<file path="src/hdl/edi_pkg.sv">
package edi_pkg;
    // register indices as printed; byte address is four times the index
    localparam logic [15:0] IDX_SUP_ALARM = 16'h6504;
    localparam logic [15:0] IDX_WARN = 16'h6505;
    localparam logic [15:0] IDX_SUP_WARN = 16'h6506;
    localparam logic [15:0] IDX_VERSION = 16'h6507;
    localparam logic [15:0] IDX_OP_TIME = 16'h6508;
    localparam logic [15:0] IDX_OFFSET = 16'h6509;
    localparam logic [15:0] IDX_MODID_MAX_SUB = 16'h650A;
    localparam logic [15:0] IDX_SERIAL = 16'h650B;
    // own registers
    localparam logic [15:0] IDX_MODID_MFR_OFS = 16'h6510;
    localparam logic [15:0] IDX_MODID_MIN = 16'h6511;
    localparam logic [15:0] IDX_MODID_MAX = 16'h6512;
    localparam logic [15:0] IDX_IDENT_SERIAL = 16'h6513;
    localparam logic [15:0] IDX_IRQ_STATUS = 16'h6520;
    localparam logic [15:0] IDX_IRQ_ENABLE = 16'h6521;
    localparam logic [15:0] IDX_IRQ_CLEAR = 16'h6522;
    localparam logic [15:0] IDX_ERR_INFO = 16'h6523;
    localparam logic [15:0] SUP_ALARM_VAL = 16'h1000;
    localparam logic [15:0] SUP_WARN_VAL = 16'h1000;
    localparam logic [31:0] OP_TIME_VAL = 32'h0FFFFFFF;
    localparam logic [31:0] MODID_MAX_SUB_VAL = 32'h00000003;
    localparam int MAKER_LO = 12;
    localparam int MAKER_HI = 15;
    localparam int POS_ERR_BIT = 0;
    localparam int COMM_DIAG_BIT = 1;
    // irq status bits
    localparam int IRQ_WARN_SET = 0;
    localparam int IRQ_WARN_CLR = 1;
    localparam int IRQ_WR_REJ = 2;
    localparam int IRQ_W = 3;
endpackage : edi_pkg

</file>
<file path="src/hdl/edi_regs.sv">
// Decided for this implementation: the APB slave port.
`timescale 1ns/1ps
`default_nettype none
module edi_regs #(
    parameter logic [7:0] SW_VER_UPPER = 8'h01, // arbitrary value
    parameter logic [7:0] SW_VER_LOWER = 8'h00, // arbitrary value
    parameter logic [7:0] PROF_VER_UPPER = 8'h01, // arbitrary value
    parameter logic [7:0] PROF_VER_LOWER = 8'h00 // arbitrary value
) (
    input wire logic pclk,
    input wire logic presetn,
    input wire logic psel,
    input wire logic penable,
    input wire logic pwrite,
    input wire logic [17:0] paddr,
    input wire logic [31:0] pwdata,
    input wire logic [3:0] pstrb,
    output logic [31:0] prdata,
    output logic pready,
    output logic pslverr,
    input wire logic [3:0] maker_defined_flag,
    input wire logic [1:0] alarm_source,
    input wire logic [31:0] preset_offset,
    input wire logic [31:0] mfr_offset,
    input wire logic [31:0] mfr_min_pos,
    input wire logic [31:0] mfr_max_pos,
    input wire logic [31:0] serial_in,
    output logic [15:0] warning_word,
    output logic [15:0] alarm_word,
    output logic [31:0] ident_serial,
    output logic irq
);
    typedef struct packed {
        logic [31:0] rdata;
        logic ready;
        logic err;
        logic [15:0] warn;
        logic [15:0] alarm;
        logic [31:0] serial;
        logic [edi_pkg::IRQ_W-1:0] status;
        logic [edi_pkg::IRQ_W-1:0] enable;
        logic [15:0] last_err_idx;
        logic irq;
    } edi_state_type;

    edi_state_type st_r;
    edi_state_type st_nxt;

    function automatic logic [15:0] word_index(input logic [17:0] a);
        word_index = a[17:2];
    endfunction : word_index

    function automatic logic [15:0] make_warn(input logic [3:0] maker);
        logic [15:0] w;
        w = 16'h0000;
        w[edi_pkg::MAKER_HI:edi_pkg::MAKER_LO] = maker;
        make_warn = w;
    endfunction : make_warn

    logic setup;
    logic [15:0] idx;
    logic [15:0] new_warn;
    logic [edi_pkg::IRQ_W-1:0] ev;
    logic [edi_pkg::IRQ_W-1:0] clr;
    logic status_has_rej;
    logic rd_setup;
    logic wr_setup;
    logic wr_reject;

    assign setup = psel && !penable;
    assign idx = word_index(paddr);
    assign new_warn = make_warn(maker_defined_flag);
    assign status_has_rej = st_r.status[edi_pkg::IRQ_WR_REJ];
    assign rd_setup = setup && !pwrite;
    assign wr_setup = setup && pwrite;
    assign wr_reject = wr_setup && idx != edi_pkg::IDX_IRQ_ENABLE && idx != edi_pkg::IDX_IRQ_CLEAR;

    always_comb begin
        st_nxt = st_r;
        ev = '0;
        clr = '0;
        st_nxt.warn = new_warn;
        st_nxt.alarm = 16'h0000;
        st_nxt.alarm[edi_pkg::POS_ERR_BIT] = alarm_source[0];
        st_nxt.alarm[edi_pkg::COMM_DIAG_BIT] = alarm_source[1];
        st_nxt.serial = serial_in;
        ev[edi_pkg::IRQ_WARN_SET] = (new_warn & ~st_r.warn) != 16'h0000;
        ev[edi_pkg::IRQ_WARN_CLR] = (st_r.warn != 16'h0000) && (new_warn == 16'h0000);
        st_nxt.ready = 1'b0;
        st_nxt.err = 1'b0;
        st_nxt.rdata = 32'h00000000;
        if (setup) begin
            st_nxt.ready = 1'b1;
            if (pwrite) begin
                if (idx == edi_pkg::IDX_IRQ_ENABLE) begin
                    if (pstrb[0]) begin
                        st_nxt.enable = pwdata[edi_pkg::IRQ_W-1:0];
                    end
                end else if (idx == edi_pkg::IDX_IRQ_CLEAR) begin
                    if (pstrb[0]) begin
                        clr = pwdata[edi_pkg::IRQ_W-1:0];
                    end
                end else begin
                    st_nxt.err = 1'b1;
                    ev[edi_pkg::IRQ_WR_REJ] = 1'b1;
                    st_nxt.last_err_idx = idx;
                end
            end else begin
                case (idx)
                    edi_pkg::IDX_SUP_ALARM: st_nxt.rdata = {16'h0000, edi_pkg::SUP_ALARM_VAL};
                    edi_pkg::IDX_WARN: st_nxt.rdata = {16'h0000, st_r.warn};
                    edi_pkg::IDX_SUP_WARN: st_nxt.rdata = {16'h0000, edi_pkg::SUP_WARN_VAL};
                    edi_pkg::IDX_VERSION: begin
                        st_nxt.rdata = {SW_VER_UPPER, SW_VER_LOWER, PROF_VER_UPPER, PROF_VER_LOWER};
                    end
                    edi_pkg::IDX_OP_TIME: st_nxt.rdata = edi_pkg::OP_TIME_VAL;
                    edi_pkg::IDX_OFFSET: st_nxt.rdata = preset_offset;
                    edi_pkg::IDX_MODID_MAX_SUB: st_nxt.rdata = edi_pkg::MODID_MAX_SUB_VAL;
                    edi_pkg::IDX_MODID_MFR_OFS: st_nxt.rdata = mfr_offset;
                    edi_pkg::IDX_MODID_MIN: st_nxt.rdata = mfr_min_pos;
                    edi_pkg::IDX_MODID_MAX: st_nxt.rdata = mfr_max_pos;
                    edi_pkg::IDX_SERIAL: st_nxt.rdata = st_r.serial;
                    edi_pkg::IDX_IDENT_SERIAL: st_nxt.rdata = st_r.serial;
                    edi_pkg::IDX_IRQ_STATUS: st_nxt.rdata = {{(32-edi_pkg::IRQ_W){1'b0}}, st_r.status};
                    edi_pkg::IDX_IRQ_ENABLE: st_nxt.rdata = {{(32-edi_pkg::IRQ_W){1'b0}}, st_r.enable};
                    edi_pkg::IDX_IRQ_CLEAR: st_nxt.rdata = 32'h00000000;
                    edi_pkg::IDX_ERR_INFO: st_nxt.rdata = {16'h0000, st_r.last_err_idx};
                    default: begin
                        st_nxt.err = 1'b1;
                    end
                endcase
            end
        end
        // set wins over clear
        st_nxt.status = (st_r.status & ~clr) | ev;
        st_nxt.irq = (st_nxt.status & st_nxt.enable) != '0;
    end

    always_ff @(posedge pclk or negedge presetn) begin
        if (!presetn) begin
            st_r <= '0;
        end else begin
            st_r <= st_nxt;
        end
    end

    assign prdata = st_r.rdata;
    assign pready = st_r.ready;
    assign pslverr = st_r.err;
    assign warning_word = st_r.warn;
    assign alarm_word = st_r.alarm;
    assign ident_serial = st_r.serial;
    assign irq = st_r.irq;

    a_sup_alarm_read: assert property (@(posedge pclk) disable iff (!presetn)
        (setup && !pwrite && idx == edi_pkg::IDX_SUP_ALARM) |=> (prdata == 32'h00001000 && pready))
        else $error("supported alarms word wrong");
    a_std_warn_zero: assert property (@(posedge pclk) disable iff (!presetn)
        warning_word[11:0] == 12'h000)
        else $error("standard warning bit raised");
    a_warn_follow: assert property (@(posedge pclk) disable iff (!presetn)
        (maker_defined_flag == 4'h0) |=> (warning_word == 16'h0000))
        else $error("warnings not cleared");
    a_sup_warn_read: assert property (@(posedge pclk) disable iff (!presetn)
        (setup && !pwrite && idx == edi_pkg::IDX_SUP_WARN) |=> (prdata == 32'h00001000))
        else $error("supported warnings word wrong");
    a_version_pack: assert property (@(posedge pclk) disable iff (!presetn)
        (setup && !pwrite && idx == edi_pkg::IDX_VERSION) |=> (prdata[31:24] == SW_VER_UPPER
        && prdata[7:0] == PROF_VER_LOWER))
        else $error("version word packing wrong");
    a_op_time: assert property (@(posedge pclk) disable iff (!presetn)
        (setup && !pwrite && idx == edi_pkg::IDX_OP_TIME) |=> (prdata == 32'h0FFFFFFF))
        else $error("operating time not constant");
    a_offset_read: assert property (@(posedge pclk) disable iff (!presetn)
        (setup && !pwrite && idx == edi_pkg::IDX_OFFSET) |=> (prdata == $past(preset_offset)))
        else $error("offset value mismatch");
    a_modid_sub: assert property (@(posedge pclk) disable iff (!presetn)
        (setup && !pwrite && idx == edi_pkg::IDX_MODID_MAX_SUB) |=> (prdata == 32'h00000003))
        else $error("highest subindex not 3");
    a_serial_same: assert property (@(posedge pclk) disable iff (!presetn)
        (setup && !pwrite && (idx == edi_pkg::IDX_SERIAL || idx == edi_pkg::IDX_IDENT_SERIAL))
        |=> (prdata == ident_serial))
        else $error("serial number mismatch");
    a_alarm_map: assert property (@(posedge pclk) disable iff (!presetn)
        1'b1 |=> (alarm_word[1:0] == $past(alarm_source) && alarm_word[15:2] == 14'h0000))
        else $error("alarm word mapping wrong");
    a_ro_write_err: assert property (@(posedge pclk) disable iff (!presetn)
        (setup && pwrite && idx != edi_pkg::IDX_IRQ_ENABLE && idx != edi_pkg::IDX_IRQ_CLEAR)
        |=> (pslverr && pready) ##1 status_has_rej)
        else $error("read-only write not refused");

    a_ready_pulse: assert property (@(posedge pclk) disable iff (!presetn)
        pready
        |=> !pready)
        else $error("ready longer than one cycle");

    a_ready_after_setup: assert property (@(posedge pclk) disable iff (!presetn)
        setup
        |=> pready)
        else $error("no answer after setup");

    a_ready_cause: assert property (@(posedge pclk) disable iff (!presetn)
        pready
        |-> $past(setup))
        else $error("ready without setup");

    a_err_needs_ready: assert property (@(posedge pclk) disable iff (!presetn)
        pslverr
        |-> pready)
        else $error("error without ready");

    a_rdata_idle: assert property (@(posedge pclk) disable iff (!presetn)
        !pready
        |-> (prdata == 32'h00000000))
        else $error("read data not zero while idle");

    a_unmapped_read: assert property (@(posedge pclk) disable iff (!presetn)
        (rd_setup && idx > edi_pkg::IDX_ERR_INFO)
        |=> (pslverr && prdata == 32'h00000000))
        else $error("unmapped read not refused");

    a_mapped_read_ok: assert property (@(posedge pclk) disable iff (!presetn)
        (rd_setup && idx == edi_pkg::IDX_SUP_ALARM)
        |=> !pslverr)
        else $error("mapped read refused");

    a_ro_enable_kept: assert property (@(posedge pclk) disable iff (!presetn)
        wr_reject
        |=> (st_r.enable == $past(st_r.enable)))
        else $error("refused write changed enable");

    a_ro_err_info: assert property (@(posedge pclk) disable iff (!presetn)
        wr_reject
        |=> (st_r.last_err_idx == $past(idx)))
        else $error("refused index not recorded");

    a_enable_write: assert property (@(posedge pclk) disable iff (!presetn)
        (wr_setup && idx == edi_pkg::IDX_IRQ_ENABLE && pstrb[0])
        |=> (st_r.enable == $past(pwdata[edi_pkg::IRQ_W-1:0])))
        else $error("enable write lost");

    a_clear_write: assert property (@(posedge pclk) disable iff (!presetn)
        (wr_setup && idx == edi_pkg::IDX_IRQ_CLEAR && pstrb[0] && ev == '0)
        |=> ((st_r.status & $past(pwdata[edi_pkg::IRQ_W-1:0])) == '0))
        else $error("status clear lost");

    a_set_wins: assert property (@(posedge pclk) disable iff (!presetn)
        (ev != '0)
        |=> ((st_r.status & $past(ev)) == $past(ev)))
        else $error("event lost against clear");

    a_status_sticky: assert property (@(posedge pclk) disable iff (!presetn)
        (clr == '0)
        |=> ((st_r.status & $past(st_r.status)) == $past(st_r.status)))
        else $error("status bit dropped");

    a_irq_level: assert property (@(posedge pclk) disable iff (!presetn)
        1'b1
        |-> (irq == ((st_r.status & st_r.enable) != '0)))
        else $error("interrupt level wrong");

    a_warn_rise_flag: assert property (@(posedge pclk) disable iff (!presetn)
        ((new_warn & ~st_r.warn) != 16'h0000)
        |=> st_r.status[edi_pkg::IRQ_WARN_SET])
        else $error("warning rise not flagged");

    a_warn_gone_flag: assert property (@(posedge pclk) disable iff (!presetn)
        (st_r.warn != 16'h0000 && new_warn == 16'h0000)
        |=> st_r.status[edi_pkg::IRQ_WARN_CLR])
        else $error("warning clear not flagged");

    a_warn_maker: assert property (@(posedge pclk) disable iff (!presetn)
        1'b1
        |=> (warning_word[15:12] == $past(maker_defined_flag)))
        else $error("maker warnings misplaced");

    a_warn_sample: assert property (@(posedge pclk) disable iff (!presetn)
        (maker_defined_flag != 4'h0)
        |=> (warning_word != 16'h0000))
        else $error("warning not raised");

    a_warn_read: assert property (@(posedge pclk) disable iff (!presetn)
        (rd_setup && idx == edi_pkg::IDX_WARN)
        |=> (prdata == {16'h0000, $past(warning_word)}))
        else $error("warnings word read wrong");

    a_version_mid: assert property (@(posedge pclk) disable iff (!presetn)
        (rd_setup && idx == edi_pkg::IDX_VERSION)
        |=> (prdata[23:16] == SW_VER_LOWER && prdata[15:8] == PROF_VER_UPPER))
        else $error("version middle bytes wrong");

    a_mfr_offset: assert property (@(posedge pclk) disable iff (!presetn)
        (rd_setup && idx == edi_pkg::IDX_MODID_MFR_OFS)
        |=> (prdata == $past(mfr_offset)))
        else $error("manufacturer offset wrong");

    a_mfr_min: assert property (@(posedge pclk) disable iff (!presetn)
        (rd_setup && idx == edi_pkg::IDX_MODID_MIN)
        |=> (prdata == $past(mfr_min_pos)))
        else $error("minimum position wrong");

    a_mfr_max: assert property (@(posedge pclk) disable iff (!presetn)
        (rd_setup && idx == edi_pkg::IDX_MODID_MAX)
        |=> (prdata == $past(mfr_max_pos)))
        else $error("maximum position wrong");

    a_serial_copy: assert property (@(posedge pclk) disable iff (!presetn)
        1'b1
        |=> (ident_serial == $past(serial_in)))
        else $error("serial copy wrong");

    a_serial_entry: assert property (@(posedge pclk) disable iff (!presetn)
        (rd_setup && idx == edi_pkg::IDX_SERIAL)
        |=> (prdata == $past(ident_serial)))
        else $error("serial entry wrong");

    a_status_read: assert property (@(posedge pclk) disable iff (!presetn)
        (rd_setup && idx == edi_pkg::IDX_IRQ_STATUS)
        |=> (prdata == {{(32-edi_pkg::IRQ_W){1'b0}}, $past(st_r.status)}))
        else $error("status read wrong");

    a_enable_read: assert property (@(posedge pclk) disable iff (!presetn)
        (rd_setup && idx == edi_pkg::IDX_IRQ_ENABLE)
        |=> (prdata == {{(32-edi_pkg::IRQ_W){1'b0}}, $past(st_r.enable)}))
        else $error("enable read wrong");

    a_clear_read_zero: assert property (@(posedge pclk) disable iff (!presetn)
        (rd_setup && idx == edi_pkg::IDX_IRQ_CLEAR)
        |=> (prdata == 32'h00000000))
        else $error("clear register not zero");

    c_read_warn: cover property (@(posedge pclk) disable iff (!presetn)
        setup && !pwrite && idx == edi_pkg::IDX_WARN && warning_word != 16'h0000);
    c_ro_write: cover property (@(posedge pclk) disable iff (!presetn) pslverr && pready);
    c_irq: cover property (@(posedge pclk) disable iff (!presetn) $rose(irq));
    c_serial: cover property (@(posedge pclk) disable iff (!presetn)
        setup && !pwrite && idx == edi_pkg::IDX_IDENT_SERIAL);
    c_warn_gone: cover property (@(posedge pclk) disable iff (!presetn)
        st_r.status[edi_pkg::IRQ_WARN_CLR]);
endmodule : edi_regs
`default_nettype wire

</file>
<file path="config.mk">
export PLATFORM = sky130hd
export DESIGN_NAME = edi_regs
export DESIGN_NICKNAME = d
export VERILOG_FILES = /design/src/hdl/edi_pkg.sv /design/src/hdl/edi_regs.sv
export SDC_FILE = /design/constraint.sdc
export NUM_CORES = 1
export LEC_CHECK = 0
export BUFFER_PORTS_ARGS = -buffer_cell sky130_fd_sc_hd__buf_2
export CAP_MARGIN = 20
export CORE_MARGIN = 2
export CORE_UTILIZATION = 35
export DETAILED_ROUTE_END_ITERATION = 16
export GPL_TIMING_DRIVEN = 0
export PLACE_DENSITY_LB_ADDON = 0.25
export SLEW_MARGIN = 20
export SYNTH_ARGS = -nofsm -noshare
export SYNTH_HDL_FRONTEND = slang
export SYNTH_SLANG_ARGS = --single-unit
</file>
<file path="constraint.sdc">
create_clock -name pclk -period 1.35 [get_ports pclk]
set_input_delay 0.0675 -clock pclk [delete_from_list [all_inputs] [get_ports pclk]]
set_output_delay 0.0675 -clock pclk [all_outputs]
set_load 0.1 [all_outputs]
</file>
==> reports/results.ini <==
[outcome]
outcome=complete, but fails checks
failed_checks=setup timing

[floorplanning]
rows=44
initial_utilization_pct=35.9
die_width_um=126
io_pins=324
coreArea_mm2=0.0146
die_y_um=126
dieArea_mm2=0.0159

[finish]
final_cell_mix=249 x buf_2, 125 x buf_4, 95 x dfrtp_1
fin_area_mm2=0.00878
antennaDiodeCount=0
multi_input_area_mm2=0.00246
fin_nets=1106
drive_gt1_share_pct=60.0
syn_to_final_growth_pct=67.9
regArea_mm2=0.00238
n_fill_cell=1288
final_common_cell=buf_2

[placement]
place_area_mm2=0.00695
dp_hpwl_um=14100
gp_congestion=0.871
portBuffers=259

[timing]
period_minus_slack_ps=1570
tightest_slew_ps=581
fmax_ghz=0.637
final_max_slew_viol_count=0
slew_headroom_pct=60.7
period_share_pct=116
setup_viol=51
hold_viol_final=0
fin_ws_ps=-221
rsz0062_at_grt=yes
finalClockSkew_ps=5.12

[worst_hold_path]
hp-start=mfr_offset[15]
min_path_cells=3
worstHoldEndpoint=prdata[15]
hp-class=in2reg

[clock_tree]
clock_path_buffers=2
cts.clk_slew.worst_paths_ps=60
cts.sinks=95
clockRootBuffer=clkbuf_16
cts_made_buffers=9
htreeDepth=3
clk_latency_ps=340
cts_tree=built

[worst_setup_path]
critical_path.top_delay_family=simple AND/OR/NAND/NOR gates
rr_startpoint=warning_word[12]
r2r_cells=3
critPathArrivalTime_ps=1830
cp_max_fo=7
required_ps=1610
cp_cell_sequence=buf_12 -> or4b_4 -> o31a_1 -> or4_4 -> buf_12 -> clkbuf_16 -> a31oi_1
r2r_end=irq
crit_path_start_kind=primary input
path_common_cell=buf_12
crit_type=in2reg
critPathMaxStageDelay_ps=550
r2r_slack_ps=60
critPathBufInv=3
slowest_stage=or4b_4
crit_path_end_kind=flip-flop
cp.depth=7

[power_and_ir_drop]
power_w=0.00786
p_per_area_mw_per_mm2=895
p_leak_nw=4.25
ir_drop_v=0.000667

[logic_synthesis]
async_reset_ff_share_pct=100
synth_edf_count=0
synthAdderAreaFrac_pct=0
ys_seq_elements=95
yosys.cell_types.count=53
synthMuxAreaShare_pct=7.80
synth-simple-area-share_pct=9.42
synth.yosys.seq_area_share_pct=45.4
synth_xor_area_share_pct=0.167
yosysWarnings=0
syn_inst=499
synth_top_family_by_area=compound AO/OA/AOI/OAI gates
synth_compound_area_share_pct=19.4
syn_area_mm2=0.00523
ys.flop_type=dfrtp_1
syn_avg_cell_area_um2=10.5

[grt]
grt_pass1_wl_um=28300
grt_overflow_total=0
antenna_found_initial=0
grt_pass1_vias=5196
grt_usage_pct=23.2
grt_max_degree=71

[detailed_routing]
antenna_left=0
wl_per_cell_um=18.2
drt_iter0_drc=244
via_per_inst=4.90
via_count=5245
finalWirelength_um=19500
drcViolationCount=0
drt_pass1_iterations=8

[flow_run]
drv_cap=0

state kept, by name (all words and copies together) (netlist names):
signal and flops:
alarm_word 2, ident_serial 32, irq 1, prdata 32
pready 1, pslverr 1, st_r 22, warning_word 4
stage by stage:
| stage | util (%) | setup WS, ps | hold WS (ps) | std cells | setup TNS, ps |
|---|---|---|---|---|---|
| floorplan | - | -449 | -228 | 524 | -20400 |
| global placement | 47.4 | -1470 | 176 | 967 | -146250 |
| detailed placement | 47.6 | -1440 | -51.7 | 968 | -61420 |
| CTS | 57.6 | -211 | 6.66 | 1054 | -4940 |
| global route | 60.2 | -261 | 19.9 | 1070 | -8710 |
| finish | 60.2 | -221 | 25.7 | 1070 | -7220 |
synth_stat cells (9+ instances only):
library cell | n | area (µm²)
a21oi_1 | 38 | 190
a222oi_1 | 12 | 120
a22o_1 | 12 | 105
a22oi_1 | 34 | 255
a31oi_1 | 16 | 100
buf_2 | 13 | 65.1
buf_4 | 97 | 728
clkbuf_1 | 10 | 37.5
dfrtp_1 | 95 | 2380
inv_1 | 9 | 33.8
mux2_2 | 30 | 338
nand2_1 | 22 | 82.6
o21ai_0 | 11 | 55.1
repair_timing:
item / CTS / global route
endpoints found under the hold margin: 145 / 0
hold buffers: 51 / 0
cloned: 2 / 5
setup buffers: 18 / 11
gates resized for setup: 99 / 48
endpoints found under the setup margin: 60 / 51
pin swaps: 24 / 12
layout make-up:
class	instances	area share [%]
Clock inverter	3	0.741
Buffer	125	12.0
Tap cell	184	2.62
Sequential cell	95	27.1
Clock buffer	13	2.96
Multi-Input combinational cell	294	28.0
Timing Repair Buffer	347	26.3
Inverter	9	0.385
cell families after synthesis:
family	Yosys count
other cells	1
mux	37
simple gates	84
compound gates	146
xor+xnor	1
flops	95
buf+inv	135
worst max path at each step:
stage	to	slack, ps	from
after floorplan	prdata[15]	-450	paddr[4]
after global placement	prdata[3]	-1470	paddr[9]
after detailed placement	prdata[3]	-1440	paddr[9]
after CTS	irq	-210	paddr[17]
after global routing	prdata[4]	-260	paddr[4]
final	prdata[4]	-220	paddr[4]
metal layers:
metal  GRT usage (%)  routed length [µm]  up-vias  part of all wire [%]
met2            42.0               10200      221                    52
met1            28.1                7770     2519                    40
li1                -                   -     2481                     -
met5               0                   0        -                     0
met3            4.33                1140       24                   5.8
met4            6.85                 407        0                   2.1
worst reg2reg max path: stages, from the launching register on:
cell and delay (ps):
dfrtp_1 440, o41ai_1 360, a21boi_2 230, o221ai_1 130
report_power, final:
| group | leakage, nW | switching [W] | internal [W] |
|---|---|---|---|
| registers | 1.19 | 0.0000973 | 0.00300 |
| clock network | 0.160 | 0.00111 | 0.00173 |
| logic | 2.91 | 0.00121 | 0.000710 |
Note: power is estimated with default switching activity, not from simulation.
